`src/verilog/startup_pkg.sv`:
```
// Operation
// [RQ1] Ignore host commands for ten seconds
// [RQ2] Host waits out acceptance interval first
// [RQ3] Cold start emits periodic alive status
// [RQ4] Fifteen minutes continuous tracking completes almanac
// [RQ5] No UTC before leap second known
// [RQ6] Host avoids interrupting almanac download
// [RQ7] Survey needs masks, ephemeris, position moved
// [RQ8] Survey done switches to time-only mode
// [RQ9] Up to 78 masked signals tracked
// [RQ10] Only listed constellation combinations accepted
// [RQ11] QZSS only together with GPS
// [RQ12] Any L5 means dual band everywhere
// [RQ13] UTC equals system time minus offsets
// [RQ14] No local time zone applied
// [RQ15] Survey averages fixes, default 2000; the code only counts valid fixes up to the goal
// [RQ16] First fix five satellites, later four
// [RQ17] Time-only: two to align, one keeps
// [RQ18] Mode state readable as status code
package startup_pkg;
  localparam int CLK_HZ = 50_000_000;
  localparam int HOLDOFF_S = 10;
  localparam int ALMANAC_S = 900;
  localparam int STATUS_MS = 1000;
  localparam int HOLDOFF_CYC = HOLDOFF_S * CLK_HZ;
  // Fifteen minutes of cycles does not fit an int, so the limit is 64 bits and the counter 36 bits
  localparam longint ALMANAC_CYC = longint'(ALMANAC_S) * CLK_HZ;
  localparam int STATUS_CYC = STATUS_MS * (CLK_HZ / 1000);
  localparam int SEC_CYC = CLK_HZ;
  localparam logic [15:0] SURVEY_FIXES_DEF = 16'h07D0;
  localparam logic [6:0] MAX_TRACKED = 7'h4E;
  localparam logic [7:0] LEAP_2017 = 8'h12;
  localparam logic [6:0] SV_FIRST_FIX = 7'h05;
  localparam logic [6:0] SV_LATER_FIX = 7'h04;
  localparam logic [6:0] SV_PPS_ALIGN = 7'h02;
  localparam logic [6:0] SV_PPS_KEEP = 7'h01;
  localparam logic [15:0] MOVE_LIMIT_M = 16'h0064;
  // Constellation enable bit positions
  localparam int C_GPS = 0;
  localparam int C_GAL = 1;
  localparam int C_GLO = 2;
  localparam int C_BDS = 3;
  localparam int C_NAV = 4;
  localparam int C_QZS = 5;
  // Status codes of the mode controller
  localparam logic [2:0] ST_COLD = 3'h0;
  localparam logic [2:0] ST_SURVEY = 3'h1;
  localparam logic [2:0] ST_SUSPEND = 3'h2;
  localparam logic [2:0] ST_TIME_ONLY = 3'h3;
  typedef enum {M_COLD, M_SURVEY, M_SUSPEND, M_TIME} mode_t;
endpackage

```
`src/verilog/constellation_check.sv`:
```
`timescale 1ns/1ps
// Combinational check of a requested constellation and band setup
module constellation_check (
  // Request
  input wire logic [5:0] sys_req,
  input wire logic [5:0] l5_req,
  // Verdict
  output logic accept,
  output logic dual_band
);
  logic [4:0] core;
  logic other_one;

  // Core set ignores QZSS, which rides with GPS only
  always_comb begin
    core = sys_req[4:0];
    other_one = (core == 5'h03) || (core == 5'h05) || (core == 5'h09) ||
                (core == 5'h11);
    accept = (core == 5'h01) || (core == 5'h02) || (core == 5'h04) ||
             (core == 5'h08) || (core == 5'h10) || other_one ||
             (core == 5'h0F); // [RQ10]
    if (sys_req[startup_pkg::C_QZS] && !sys_req[startup_pkg::C_GPS]) begin
      accept = 1'b0; // [RQ11]
    end
    if (sys_req[startup_pkg::C_QZS] && core == 5'h0F) begin
      accept = 1'b0; // Default mix has no QZSS
    end
    // One L5 request on a requested system makes every enabled system dual band
    dual_band = |(l5_req & sys_req); // [RQ12]
  end
endmodule // constellation_check

```
`src/verilog/startup_mode_ctrl.sv`:
```
`timescale 1ns/1ps
module startup_mode_ctrl #(
  parameter int HOLDOFF_CYC = startup_pkg::HOLDOFF_CYC,
  parameter longint ALMANAC_CYC = startup_pkg::ALMANAC_CYC,
  parameter int STATUS_CYC = startup_pkg::STATUS_CYC
) (
  // Clock and reset
  input wire logic mclk,
  input wire logic resetn,
  // Host command strobe
  input wire logic cmd_valid,
  output logic cmd_accept,
  output logic cmd_ready,
  // Constellation request, applied with cfg_write
  input wire logic cfg_write,
  input wire logic [5:0] sys_req,
  input wire logic [5:0] l5_req,
  output logic [5:0] sys_enabled,
  output logic dual_band,
  output logic cfg_reject,
  // Tracking front end, same clock
  input wire logic [6:0] sv_visible,
  input wire logic masks_ok,
  input wire logic ephem_ok,
  input wire logic pos_stored,
  input wire logic [15:0] pos_moved_m,
  input wire logic fix_valid,
  input wire logic leap_rx,
  input wire logic [7:0] leap_s,
  input wire logic [15:0] survey_fixes,
  // Time conversion
  input wire logic [31:0] sys_time_s,
  output logic [31:0] utc_s,
  output logic utc_valid,
  // Status
  output logic [6:0] sv_tracked,
  output logic status_pulse,
  output logic almanac_done,
  output logic pps_aligned,
  output logic [2:0] mode_code
);
  startup_pkg::mode_t mode_r, mode_nxt;
  logic [31:0] hold_r, hold_nxt;
  logic [35:0] alm_r, alm_nxt;
  logic [31:0] stat_r, stat_nxt;
  logic [15:0] fix_r, fix_nxt;
  logic first_r, first_nxt;
  logic ready_r, ready_nxt;
  logic alm_done_r, alm_done_nxt;
  logic leap_ok_r, leap_ok_nxt;
  logic [7:0] leap_r, leap_nxt;
  logic pps_r, pps_nxt;
  logic stat_p_r, stat_p_nxt;
  logic acc_r, acc_nxt;
  logic [5:0] sys_r, sys_nxt;
  logic dual_r, dual_nxt;
  logic rej_r, rej_nxt;
  logic [31:0] utc_r, utc_nxt;
  logic [6:0] trk_r, trk_nxt;
  logic chk_ok, chk_dual;
  logic [15:0] fix_goal;
  logic [6:0] need_sv;
  logic survey_go;

  constellation_check u_chk (
    .sys_req(sys_req),
    .l5_req(l5_req),
    .accept(chk_ok),
    .dual_band(chk_dual)
  );

  // Zero fix count falls back to the default
  assign fix_goal = (survey_fixes == 16'h0000) ?
                    startup_pkg::SURVEY_FIXES_DEF : survey_fixes; // [RQ15]
  assign need_sv = first_r ? startup_pkg::SV_FIRST_FIX :
                   startup_pkg::SV_LATER_FIX; // [RQ16]
  assign survey_go = masks_ok && ephem_ok && (!pos_stored ||
                     pos_moved_m > startup_pkg::MOVE_LIMIT_M); // [RQ7]

  // Power-up holdoff, almanac timer, alive beacon, leap capture
  always_comb begin
    hold_nxt = hold_r;
    ready_nxt = ready_r;
    acc_nxt = 1'b0;
    alm_nxt = alm_r;
    alm_done_nxt = alm_done_r;
    stat_nxt = stat_r + 32'h00000001;
    stat_p_nxt = 1'b0;
    leap_ok_nxt = leap_ok_r;
    leap_nxt = leap_r;
    if (!ready_r) begin
      hold_nxt = hold_r + 32'h00000001;
      if (hold_r >= HOLDOFF_CYC - 1) begin
        ready_nxt = 1'b1; // [RQ1]
      end
    end
    // Early commands are dropped silently, no answer at all
    acc_nxt = cmd_valid && ready_r; // [RQ1]
    // Tracking gap restarts the continuous almanac window
    if (sv_tracked == 7'h00) begin
      alm_nxt = 36'h000000000;
    end else if (!alm_done_r) begin
      alm_nxt = alm_r + 36'h000000001;
      if (alm_r >= ALMANAC_CYC - 1) begin
        alm_done_nxt = 1'b1; // [RQ4]
      end
    end
    if (stat_r >= STATUS_CYC - 1) begin
      stat_nxt = 32'h00000000;
      stat_p_nxt = 1'b1; // [RQ3]
    end
    if (leap_rx && alm_done_r) begin
      leap_ok_nxt = 1'b1; // [RQ5]
      leap_nxt = leap_s;
    end
  end

  always_ff @(posedge mclk) begin
    if (!resetn) begin
      hold_r <= 32'h00000000;
      ready_r <= 1'b0;
      acc_r <= 1'b0;
      alm_r <= 36'h000000000;
      alm_done_r <= 1'b0;
      stat_r <= 32'h00000000;
      stat_p_r <= 1'b0;
      leap_ok_r <= 1'b0;
      leap_r <= startup_pkg::LEAP_2017;
    end else begin
      hold_r <= hold_nxt;
      ready_r <= ready_nxt;
      acc_r <= acc_nxt;
      alm_r <= alm_nxt;
      alm_done_r <= alm_done_nxt;
      stat_r <= stat_nxt;
      stat_p_r <= stat_p_nxt;
      leap_ok_r <= leap_ok_nxt;
      leap_r <= leap_nxt;
    end
  end

  // Mode machine: cold, survey, suspended survey, time-only
  always_comb begin
    mode_nxt = mode_r;
    fix_nxt = fix_r;
    first_nxt = first_r;
    pps_nxt = pps_r;
    unique case (mode_r)
      startup_pkg::M_COLD: begin
        if (survey_go) begin
          mode_nxt = startup_pkg::M_SURVEY; // [RQ7]
        end
      end
      startup_pkg::M_SURVEY: begin
        if (sv_tracked < need_sv) begin
          mode_nxt = startup_pkg::M_SUSPEND; // [RQ16]
        end else if (fix_valid) begin
          first_nxt = 1'b0;
          fix_nxt = fix_r + 16'h0001;
          if (fix_r + 16'h0001 >= fix_goal) begin
            mode_nxt = startup_pkg::M_TIME; // [RQ8]
          end
        end
      end
      startup_pkg::M_SUSPEND: begin
        if (sv_tracked >= need_sv) begin
          mode_nxt = startup_pkg::M_SURVEY; // [RQ16]
        end
      end
      startup_pkg::M_TIME: begin
        // Alignment needs two, is held by one, lost at zero
        if (!pps_r && sv_tracked >= startup_pkg::SV_PPS_ALIGN) begin
          pps_nxt = 1'b1; // [RQ17]
        end else if (pps_r && sv_tracked < startup_pkg::SV_PPS_KEEP) begin
          pps_nxt = 1'b0; // [RQ17]
        end
      end
    endcase
  end

  always_ff @(posedge mclk) begin
    if (!resetn) begin
      mode_r <= startup_pkg::M_COLD;
      fix_r <= 16'h0000;
      first_r <= 1'b1;
      pps_r <= 1'b0;
    end else begin
      mode_r <= mode_nxt;
      fix_r <= fix_nxt;
      first_r <= first_nxt;
      pps_r <= pps_nxt;
    end
  end

  // Configuration, tracked count clamp and UTC output
  always_comb begin
    sys_nxt = sys_r;
    dual_nxt = dual_r;
    rej_nxt = 1'b0;
    if (cfg_write && ready_r) begin
      if (chk_ok) begin
        sys_nxt = sys_req; // [RQ10]
        dual_nxt = chk_dual; // [RQ12]
      end else begin
        rej_nxt = 1'b1; // [RQ11]
      end
    end
    trk_nxt = masks_ok ? sv_visible : 7'h00; // [RQ9]
    if (trk_nxt > startup_pkg::MAX_TRACKED) begin
      trk_nxt = startup_pkg::MAX_TRACKED; // [RQ9]
    end
    // Plain UTC, no zone shift; sub-microsecond steering is below 1 s
    utc_nxt = sys_time_s - {24'h000000, leap_r}; // [RQ13] [RQ14]
  end

  always_ff @(posedge mclk) begin
    if (!resetn) begin
      sys_r <= 6'h0F;
      dual_r <= 1'b1;
      rej_r <= 1'b0;
      trk_r <= 7'h00;
      utc_r <= 32'h00000000;
    end else begin
      sys_r <= sys_nxt;
      dual_r <= dual_nxt;
      rej_r <= rej_nxt;
      trk_r <= trk_nxt;
      utc_r <= utc_nxt;
    end
  end

  // Output mapping
  assign cmd_ready = ready_r;
  assign cmd_accept = acc_r;
  assign sys_enabled = sys_r;
  assign dual_band = dual_r;
  assign cfg_reject = rej_r;
  assign sv_tracked = trk_r;
  assign status_pulse = stat_p_r;
  assign almanac_done = alm_done_r;
  assign pps_aligned = pps_r;
  assign utc_s = utc_r;
  assign utc_valid = leap_ok_r; // [RQ5]

  always_comb begin
    unique case (mode_r)
      startup_pkg::M_COLD: mode_code = startup_pkg::ST_COLD;
      startup_pkg::M_SURVEY: mode_code = startup_pkg::ST_SURVEY;
      startup_pkg::M_SUSPEND: mode_code = startup_pkg::ST_SUSPEND;
      startup_pkg::M_TIME: mode_code = startup_pkg::ST_TIME_ONLY; // [RQ18]
    endcase
  end

  // Checks
  property p_holdoff;
    @(posedge mclk) disable iff (!resetn) !ready_r |=> !cmd_accept;
  endproperty
  a_holdoff: assert property (p_holdoff) else $error("early accept"); // [RQ1]
  property p_utc;
    @(posedge mclk) disable iff (!resetn) utc_valid |-> almanac_done;
  endproperty
  a_utc: assert property (p_utc) else $error("utc early"); // [RQ5]
  property p_time;
    @(posedge mclk) disable iff (!resetn)
      mode_r == startup_pkg::M_TIME |=> mode_r == startup_pkg::M_TIME;
  endproperty
  a_time: assert property (p_time) else $error("left time"); // [RQ8]
  property p_trk;
    @(posedge mclk) disable iff (!resetn)
      sv_tracked <= startup_pkg::MAX_TRACKED;
  endproperty
  a_trk: assert property (p_trk) else $error("too many"); // [RQ9]
  property p_start;
    @(posedge mclk) disable iff (!resetn)
      mode_r == startup_pkg::M_COLD && survey_go
      |=> mode_r == startup_pkg::M_SURVEY;
  endproperty
  a_start: assert property (p_start) else $error("no survey"); // [RQ7]
  property p_rej;
    @(posedge mclk) disable iff (!resetn)
      cfg_write && ready_r && !chk_ok |=> cfg_reject && $stable(sys_enabled);
  endproperty
  a_rej: assert property (p_rej) else $error("bad cfg taken"); // [RQ10]
  property p_pps;
    @(posedge mclk) disable iff (!resetn)
      $rose(pps_aligned) |-> $past(sv_tracked) >= startup_pkg::SV_PPS_ALIGN;
  endproperty
  a_pps: assert property (p_pps) else $error("pps early"); // [RQ17]
  property p_conv;
    @(posedge mclk) disable iff (!resetn)
      1'b1 |=> utc_s == $past(sys_time_s) - {24'h000000, $past(leap_r)};
  endproperty
  a_conv: assert property (p_conv) else $error("utc wrong"); // [RQ13]
  c_survey: cover property (@(posedge mclk) mode_r == startup_pkg::M_SURVEY);
  c_time: cover property (@(posedge mclk) mode_r == startup_pkg::M_TIME);
  c_rej: cover property (@(posedge mclk) cfg_reject);
  property p_susp;
    @(posedge mclk) disable iff (!resetn)
      mode_r == startup_pkg::M_SURVEY && sv_tracked < need_sv
      |=> mode_r == startup_pkg::M_SUSPEND;
  endproperty
  a_susp: assert property (p_susp) else $error("no suspend"); // [RQ16]
  c_susp: cover property (@(posedge mclk) mode_r == startup_pkg::M_SUSPEND);
  c_pps: cover property (@(posedge mclk) $rose(pps_aligned));
endmodule // startup_mode_ctrl

```
`config.mk`:
```
export PLATFORM = sky130hd
export DESIGN_NAME = startup_mode_ctrl
export DESIGN_NICKNAME = d
export VERILOG_FILES = /design/src/verilog/startup_pkg.sv /design/src/verilog/constellation_check.sv /design/src/verilog/startup_mode_ctrl.sv
export SDC_FILE = /design/constraint.sdc
export NUM_CORES = 1
export LEC_CHECK = 0
export BUFFER_PORTS_ARGS = -buffer_cell sky130_fd_sc_hd__buf_2
export CORE_AREA = 2 2 175 177
export DETAILED_ROUTE_END_ITERATION = 7
export DIE_AREA = 0 0 177 179
export GPL_TIMING_DRIVEN = 0
export MAX_ROUTING_LAYER = met4
export PLACE_DENSITY = 0.49
export SYNTH_ARGS = -nofsm -noshare
export SYNTH_HDL_FRONTEND = slang
export SYNTH_SLANG_ARGS = --single-unit
```
`constraint.sdc`:
```
create_clock -name mclk -period 2.3 [get_ports mclk]
set_input_delay 0 -clock mclk [delete_from_list [all_inputs] [get_ports mclk]]
set_output_delay 0 -clock mclk [all_outputs]
set_load 0.02 [all_outputs]
```
# [Yosys cells after proc, flatten, opt, wreduce, memory -nomap -nowiden]
# Index checks and enable logic that the tools add are counted.
[word_totals] rom_bits=0 wordCells=111 mem_bits_rw=0 ff_bits=210 output_inout_bits=56 latch_bits=0 mem_count=0
[classes] div_mod_pow=0 add_sub_neg=5 multipliers=0 n_lt_le_gt_ge=10 reduce_logical=36 bitwise_logic=3 n_mux=21 n_eq_ne=17 shift=0
[op_table] cell="$mux 32" count=5
[op_table] cell="$pmux 32 s3" count=1
[op_table] cell="$add 32x1->32 const B" count=2
[op_table] cell="$eq 32x2->1 const B" count=2
[op_table] cell="$add 36x1->36 const B" count=1
[op_table] cell="$ge 36x36->1 const B" count=1
[op_table] cell="$eq 32x1->1 const B" count=1
[op_table] cell="$ge 32x26->1 const B" count=1
[op_table] cell="$ge 32x29->1 const B" count=1
[op_table] cell="$logic_not 32->1" count=1
[op_table] cell="$sub 32x8->32" count=1
[op_table] cell="$add 16x1->16 const B" count=1
[op_table] cell="$ge 16x16->1" count=1
[op_table] cell="$gt 16x7->1 const B" count=1
[op_table] cell="$logic_not 16->1" count=1
[op_table] cell="$mux 16" count=1
[op_table] cell="$eq 5x4->1 const B" count=3
[op_table] cell="$mux 7" count=2
[op_table] cell="$pmux 3 s4" count=1
[op_table] cell="$mux 1" count=11
[op_table] cell="$eq 5x2->1 const B" count=2
[op_table] cell="$eq 5x3->1 const B" count=2
[op_table] cell="$eq 5x5->1 const B" count=2
[op_table] cell="$logic_or 1x1->1" count=10
[op_table] cell="20 further kinds" count=37

# [Longest topological paths before layout]
[depth] ltp_word=10 mapped_depth=12

# [By module]
# Synthesis repeated with hierarchy kept, for this count alone.
[hier_totals] cells_unflattened=1027 area_unflattened_um2=8583.2
[by_module_without_submodules] mod="startup_mode_ctrl" area_per_inst_um2=8476.9 cells_per_inst=1012 seq_area_each_um2=3603.5 instances=1
[by_module_without_submodules] mod="constellation_check" area_per_inst_um2=106.4 cells_per_inst=15 seq_area_each_um2=0.0 instances=1

# [Worst setup path before layout]
# No wires, ideal clock.
[synth_timing] path_type="reg-to-reg" start="register fix_r[0]" end="register mode_r[1]" slack_ns=-0.170 t_arrival_ns=2.339 path_buffers=0 synth_period_minus_slack_ns=2.470 path_stages_with_launch=13 required_ns=2.169 cell_sequence="dfxtp_1 > ha_1 > nand3_1 > nor3_1 > nand3_1 > nor2_1 > xor2_1 > ha_1 > a211o_1 > o211ai_1 > nand4b_1 > a211oi_1 > o32ai_1"
[synth_between] elab_chain_cells=4
[synth_lines] item="start, declared" line="startup_mode_ctrl.sv:46" source="logic [15:0] fix_r, fix_nxt;"
[synth_lines] item="start signal, assigned" line="startup_mode_ctrl.sv:189" source="fix_r <= fix_nxt;"
[synth_lines] item="$add 16x1->16" line="startup_mode_ctrl.sv:160" source="if (fix_r + 16'h0001 >= fix_goal) begin"
[synth_lines] item="$ge 16x16->1" line="startup_mode_ctrl.sv:160"
[synth_lines] item="$ne 3x3->1 (no source line)"
[synth_lines] item="$reduce_and 5->1 (no source line)"
[synth_lines] item="end signal, assigned" line="startup_mode_ctrl.sv:183" source="mode_r <= startup_pkg::M_COLD;"
[synth_lines] item="end signal, assigned" line="startup_mode_ctrl.sv:188" source="mode_r <= mode_nxt;"
[synth_lines] item="end, declared" line="startup_mode_ctrl.sv:42" source="startup_pkg::mode_t mode_r, mode_nxt;"
# No other way between the ends.
# A chain may end at the register's enable or synchronous reset.

# [Worst setup path after layout]
# Ends and elaborated chain as after synthesis.

==> out/metrics.cfg <==
[global_route]
overflow=0
antenna_found_initial=1
grt_use_total=0.163
grt_pass1_vias=7870
grt_max_degree=20
grt_pass1_wl_um=39900

[timing]
whs_ps=14.1
period_minus_slack_ps=2300
timing.final.ws_setup_ps=-2.56
hold_viol=0
tightest_slew_ps=884
relSlewSlack=0.410
skew_ps=13.4
period_share=1.00
rsz0062_at_grt=yes
maxSlewViolCount=0
fmax_mhz=434
setup_violations=1

[yosys]
seq_area_frac_synth=0.409
yosys_warnings=0
syn-cell-area_um2=8820
ys_seq_elements=180
yosys-top-cells-area=dfxtp_1 (41%), xor2_1 (6.7%), nor2_1 (5.7%), ha_1 (4.1%), xnor2_1 (3.8%)
synth-edff-count=0
ys_types=60
async_flop_share=0
netlist_instances=1044
syn_area_per_cell_um2=8.45
yosys.area.top_type=dfxtp_1
netlist.area_leader.share=0.409
ys.flop_type=dfxtp_1

[clocking]
cts_root_buffer=clkbuf_16
path_clk_slew_ps=70
cts_buffer_depth=2
cts_made_buffers=17
h-tree-depth=4
clk_latency_ps=440
cts_sinks=180
cts_tree=built

[drt]
ant_nets=0
first_pass_iters=4
vias=8257
drc=0
dr.first_iter.drc_count=368
wl_per_cell_um=14.6
routed_wl_um=24900
via_per_inst=4.84

[power]
combPwrFrac=0.099
powerDensity_nw_per_um2=583
seqPwrFrac=0.465
switching_share=0.271
leakagePower_nw=4.50
power.total_w=0.00689
clock_power_share=0.436
p_switching_w=0.00186
internal_power_w=0.00503
vdd_drop_max_uv=472

[layout]
syn_to_final_growth_pct=34.0
design_area_um2=11800
multiInputGateArea_um2=5260
final_nets=1427
fillers=3056
post-route-util=0.394
regArea_um2=3630
layout-drive-gt1-share=0.212
fin_cells=1707

[place]
routabilityCongestion=0.803
dpl_cell_area_um2=10100
dp.cells=1600
portBuffers=154
dp_hpwl_um=17800

[floorplanning]
io_pins=156
core.rowCount=64
die-width_um=177
die_area_um2=31700
core_um2=30000
die_h_um=179
start_util=0.294

[worst_setup_path]
crit_family=simple AND/OR/NAND/NOR gates
arrival_ps=2590
path_max_fanout=4
endpoint_kind=flip-flop
worstSetupPathType=reg2reg
critPathBufInv=0
cp-start-kind=flip-flop
crit_chain=ha_4 > nand3_4 > nor3_4 > nand3_2 > nor2_2 > xor2_1 > ha_1 > a211o_1 > o211ai_1 > nand4b_1 > a211oi_2 > o32ai_1
crit_slowest_cell=dfxtp_4
crit_required_ps=2590
slowest_delay_ps=400

[run_status]
status=finished with violations
violations=negative setup slack

[hold_path]
min_path_type=in2reg

[run]
drv_cap=0

-- worst min-delay path, delay by kind of cell --
kind            cells  cell delay, ps
simple gates        2             270
buf+inv             1              80
compound gates      1              50
-- cell usage in the layout, fill, tap and decap left out, types with 22 or more instances in the layout --
cell type	instances
nand3_1	44
ha_1	24
o21ai_0	32
clkbuf_1	24
nand4_1	44
nor3_1	22
nor2_1	132
nand2_1	72
xnor2_1	37
dfxtp_1	170
xor2_1	67
or3_1	23
a21oi_1	60
inv_1	32
buf_2	155
dlygate4sd3_1	57
-- cell families (layout without fill, tap and decap cells) --
logic type / count (synthesis) / after routing / synth area share
AO/OA/AOI/OAI: 166 / 166 / 0.117
XOR/XNOR: 105 / 105 / 0.104
buffers and inverters: 77 / 337 / 0.0336
flip-flops: 180 / 180 / 0.409
adder cells (fa/ha/maj): 30 / 30 / 0.0434
AND/OR/NAND/NOR: 476 / 476 / 0.283
multiplexers: 9 / 9 / 0.0102
other: 1 / 8 / 0.000425
-- cell type report --
cell class,count,area share
Antenna cell,1,0.000212
Buffer,42,0.0163
Clock buffer,17,0.0360
Clock inverter,15,0.0160
Inverter,32,0.0102
Multi-Input combinational cell,793,0.445
Sequential cell,180,0.307
Tap cell,396,0.0419
Timing Repair Buffer,231,0.127
-- path summary, 6_finish.rpt --
path                         startpoint                      to  slack [ps]  cells after the start
setup / recovery  fix_r[0]$_SDFFE_PN0P_  mode_r[1]$_SDFFE_PN0P_          -3                     12
hold / removal                  leap_rx  leap_r[5]$_SDFFE_PN0P_          10                      4
setup reg to reg  fix_r[0]$_SDFFE_PN0P_  mode_r[1]$_SDFFE_PN0P_          -3                     12
hold reg to reg    first_r$_SDFFE_PN1P_    first_r$_SDFFE_PN1P_         450                      2
-- cells in the mapped netlist (4+ instances only) --
| cell type | n |
|---|---|
| o21a_1 | 8 |
| nand3_1 | 49 |
| and3_1 | 13 |
| nand4b_1 | 7 |
| a21oi_1 | 63 |
| nand2b_1 | 10 |
| nor2_1 | 135 |
| and4_1 | 14 |
| dfxtp_1 | 180 |
| xor2_1 | 67 |
| nor3_1 | 25 |
| nor4_1 | 23 |
| o211ai_1 | 6 |
| or4_1 | 20 |
| nand3b_1 | 6 |
| a31oi_1 | 5 |
| nand4_1 | 44 |
| or3_1 | 23 |
| clkbuf_1 | 34 |
| inv_1 | 32 |
| xnor2_1 | 38 |
| o21ai_0 | 32 |
| a211oi_1 | 5 |
| o31ai_1 | 16 |
| a2111oi_0 | 4 |
| buf_1 | 7 |
| nand2_1 | 74 |
| mux2i_1 | 9 |
| and2_1 | 9 |
| nor2b_1 | 7 |
| ha_1 | 29 |
-- power by group through the flow --
| stage | Clock (W) | Combinational [W] | Sequential, W |
|---|---|---|---|
| after CTS | 0.00309 | 0.000671 | 0.00321 |
| after detailed placement | 0 | 0.000571 | 0.00328 |
| after global routing | 0.00321 | 0.000753 | 0.00321 |
| after floorplan | 0 | 0.000249 | 0.00333 |
| final | 0.00300 | 0.000685 | 0.00320 |
| after global placement | 0 | 0.000567 | 0.00328 |
-- routing by layer --
layer,vias to the layer above,routed length (µm),global-route usage
met2,173,11300,0.259
met5,-,0,-
met3,29,1100,0.0314
met4,0,486,0.0530
met1,3804,12000,0.209
li1,4251,-,-
-- registers in the layout, indices dropped and copies added (netlist names) --
| register | count |
|---|---|
| utc_s | 32 |
| leap_r | 8 |
| cmd_accept | 1 |
| first_r | 1 |
| cfg_reject | 1 |
| stat_r | 32 |
| fix_r | 16 |
| dual_band | 1 |
| alm_r | 36 |
| sv_tracked | 7 |
| mode_r | 2 |
| sys_enabled | 6 |
| almanac_done | 1 |
| pps_aligned | 1 |
| hold_r | 32 |
| utc_valid | 1 |
| cmd_ready | 1 |
| status_pulse | 1 |
-- metrics by stage --
stage | setup slack, ps | setup TNS [ps]
after floorplan | 16.2 | 0
after global routing | -178 | -205
after global placement | -682 | -30760
final | -2.56 | -2.56
after detailed placement | -678 | -30370
after CTS | -59.7 | -69.3
-- repair_timing --
item | CTS | global route
endpoints found under the hold margin | 56 | 0
endpoints found under the setup margin | 96 | 65
resized for setup | 55 | 30
buffers inserted | 10 | 10
pin swaps | 17 | 8
hold buffers | 57 | 0
gates cloned | 0 | 0
(Power assumes the default switching activity.)
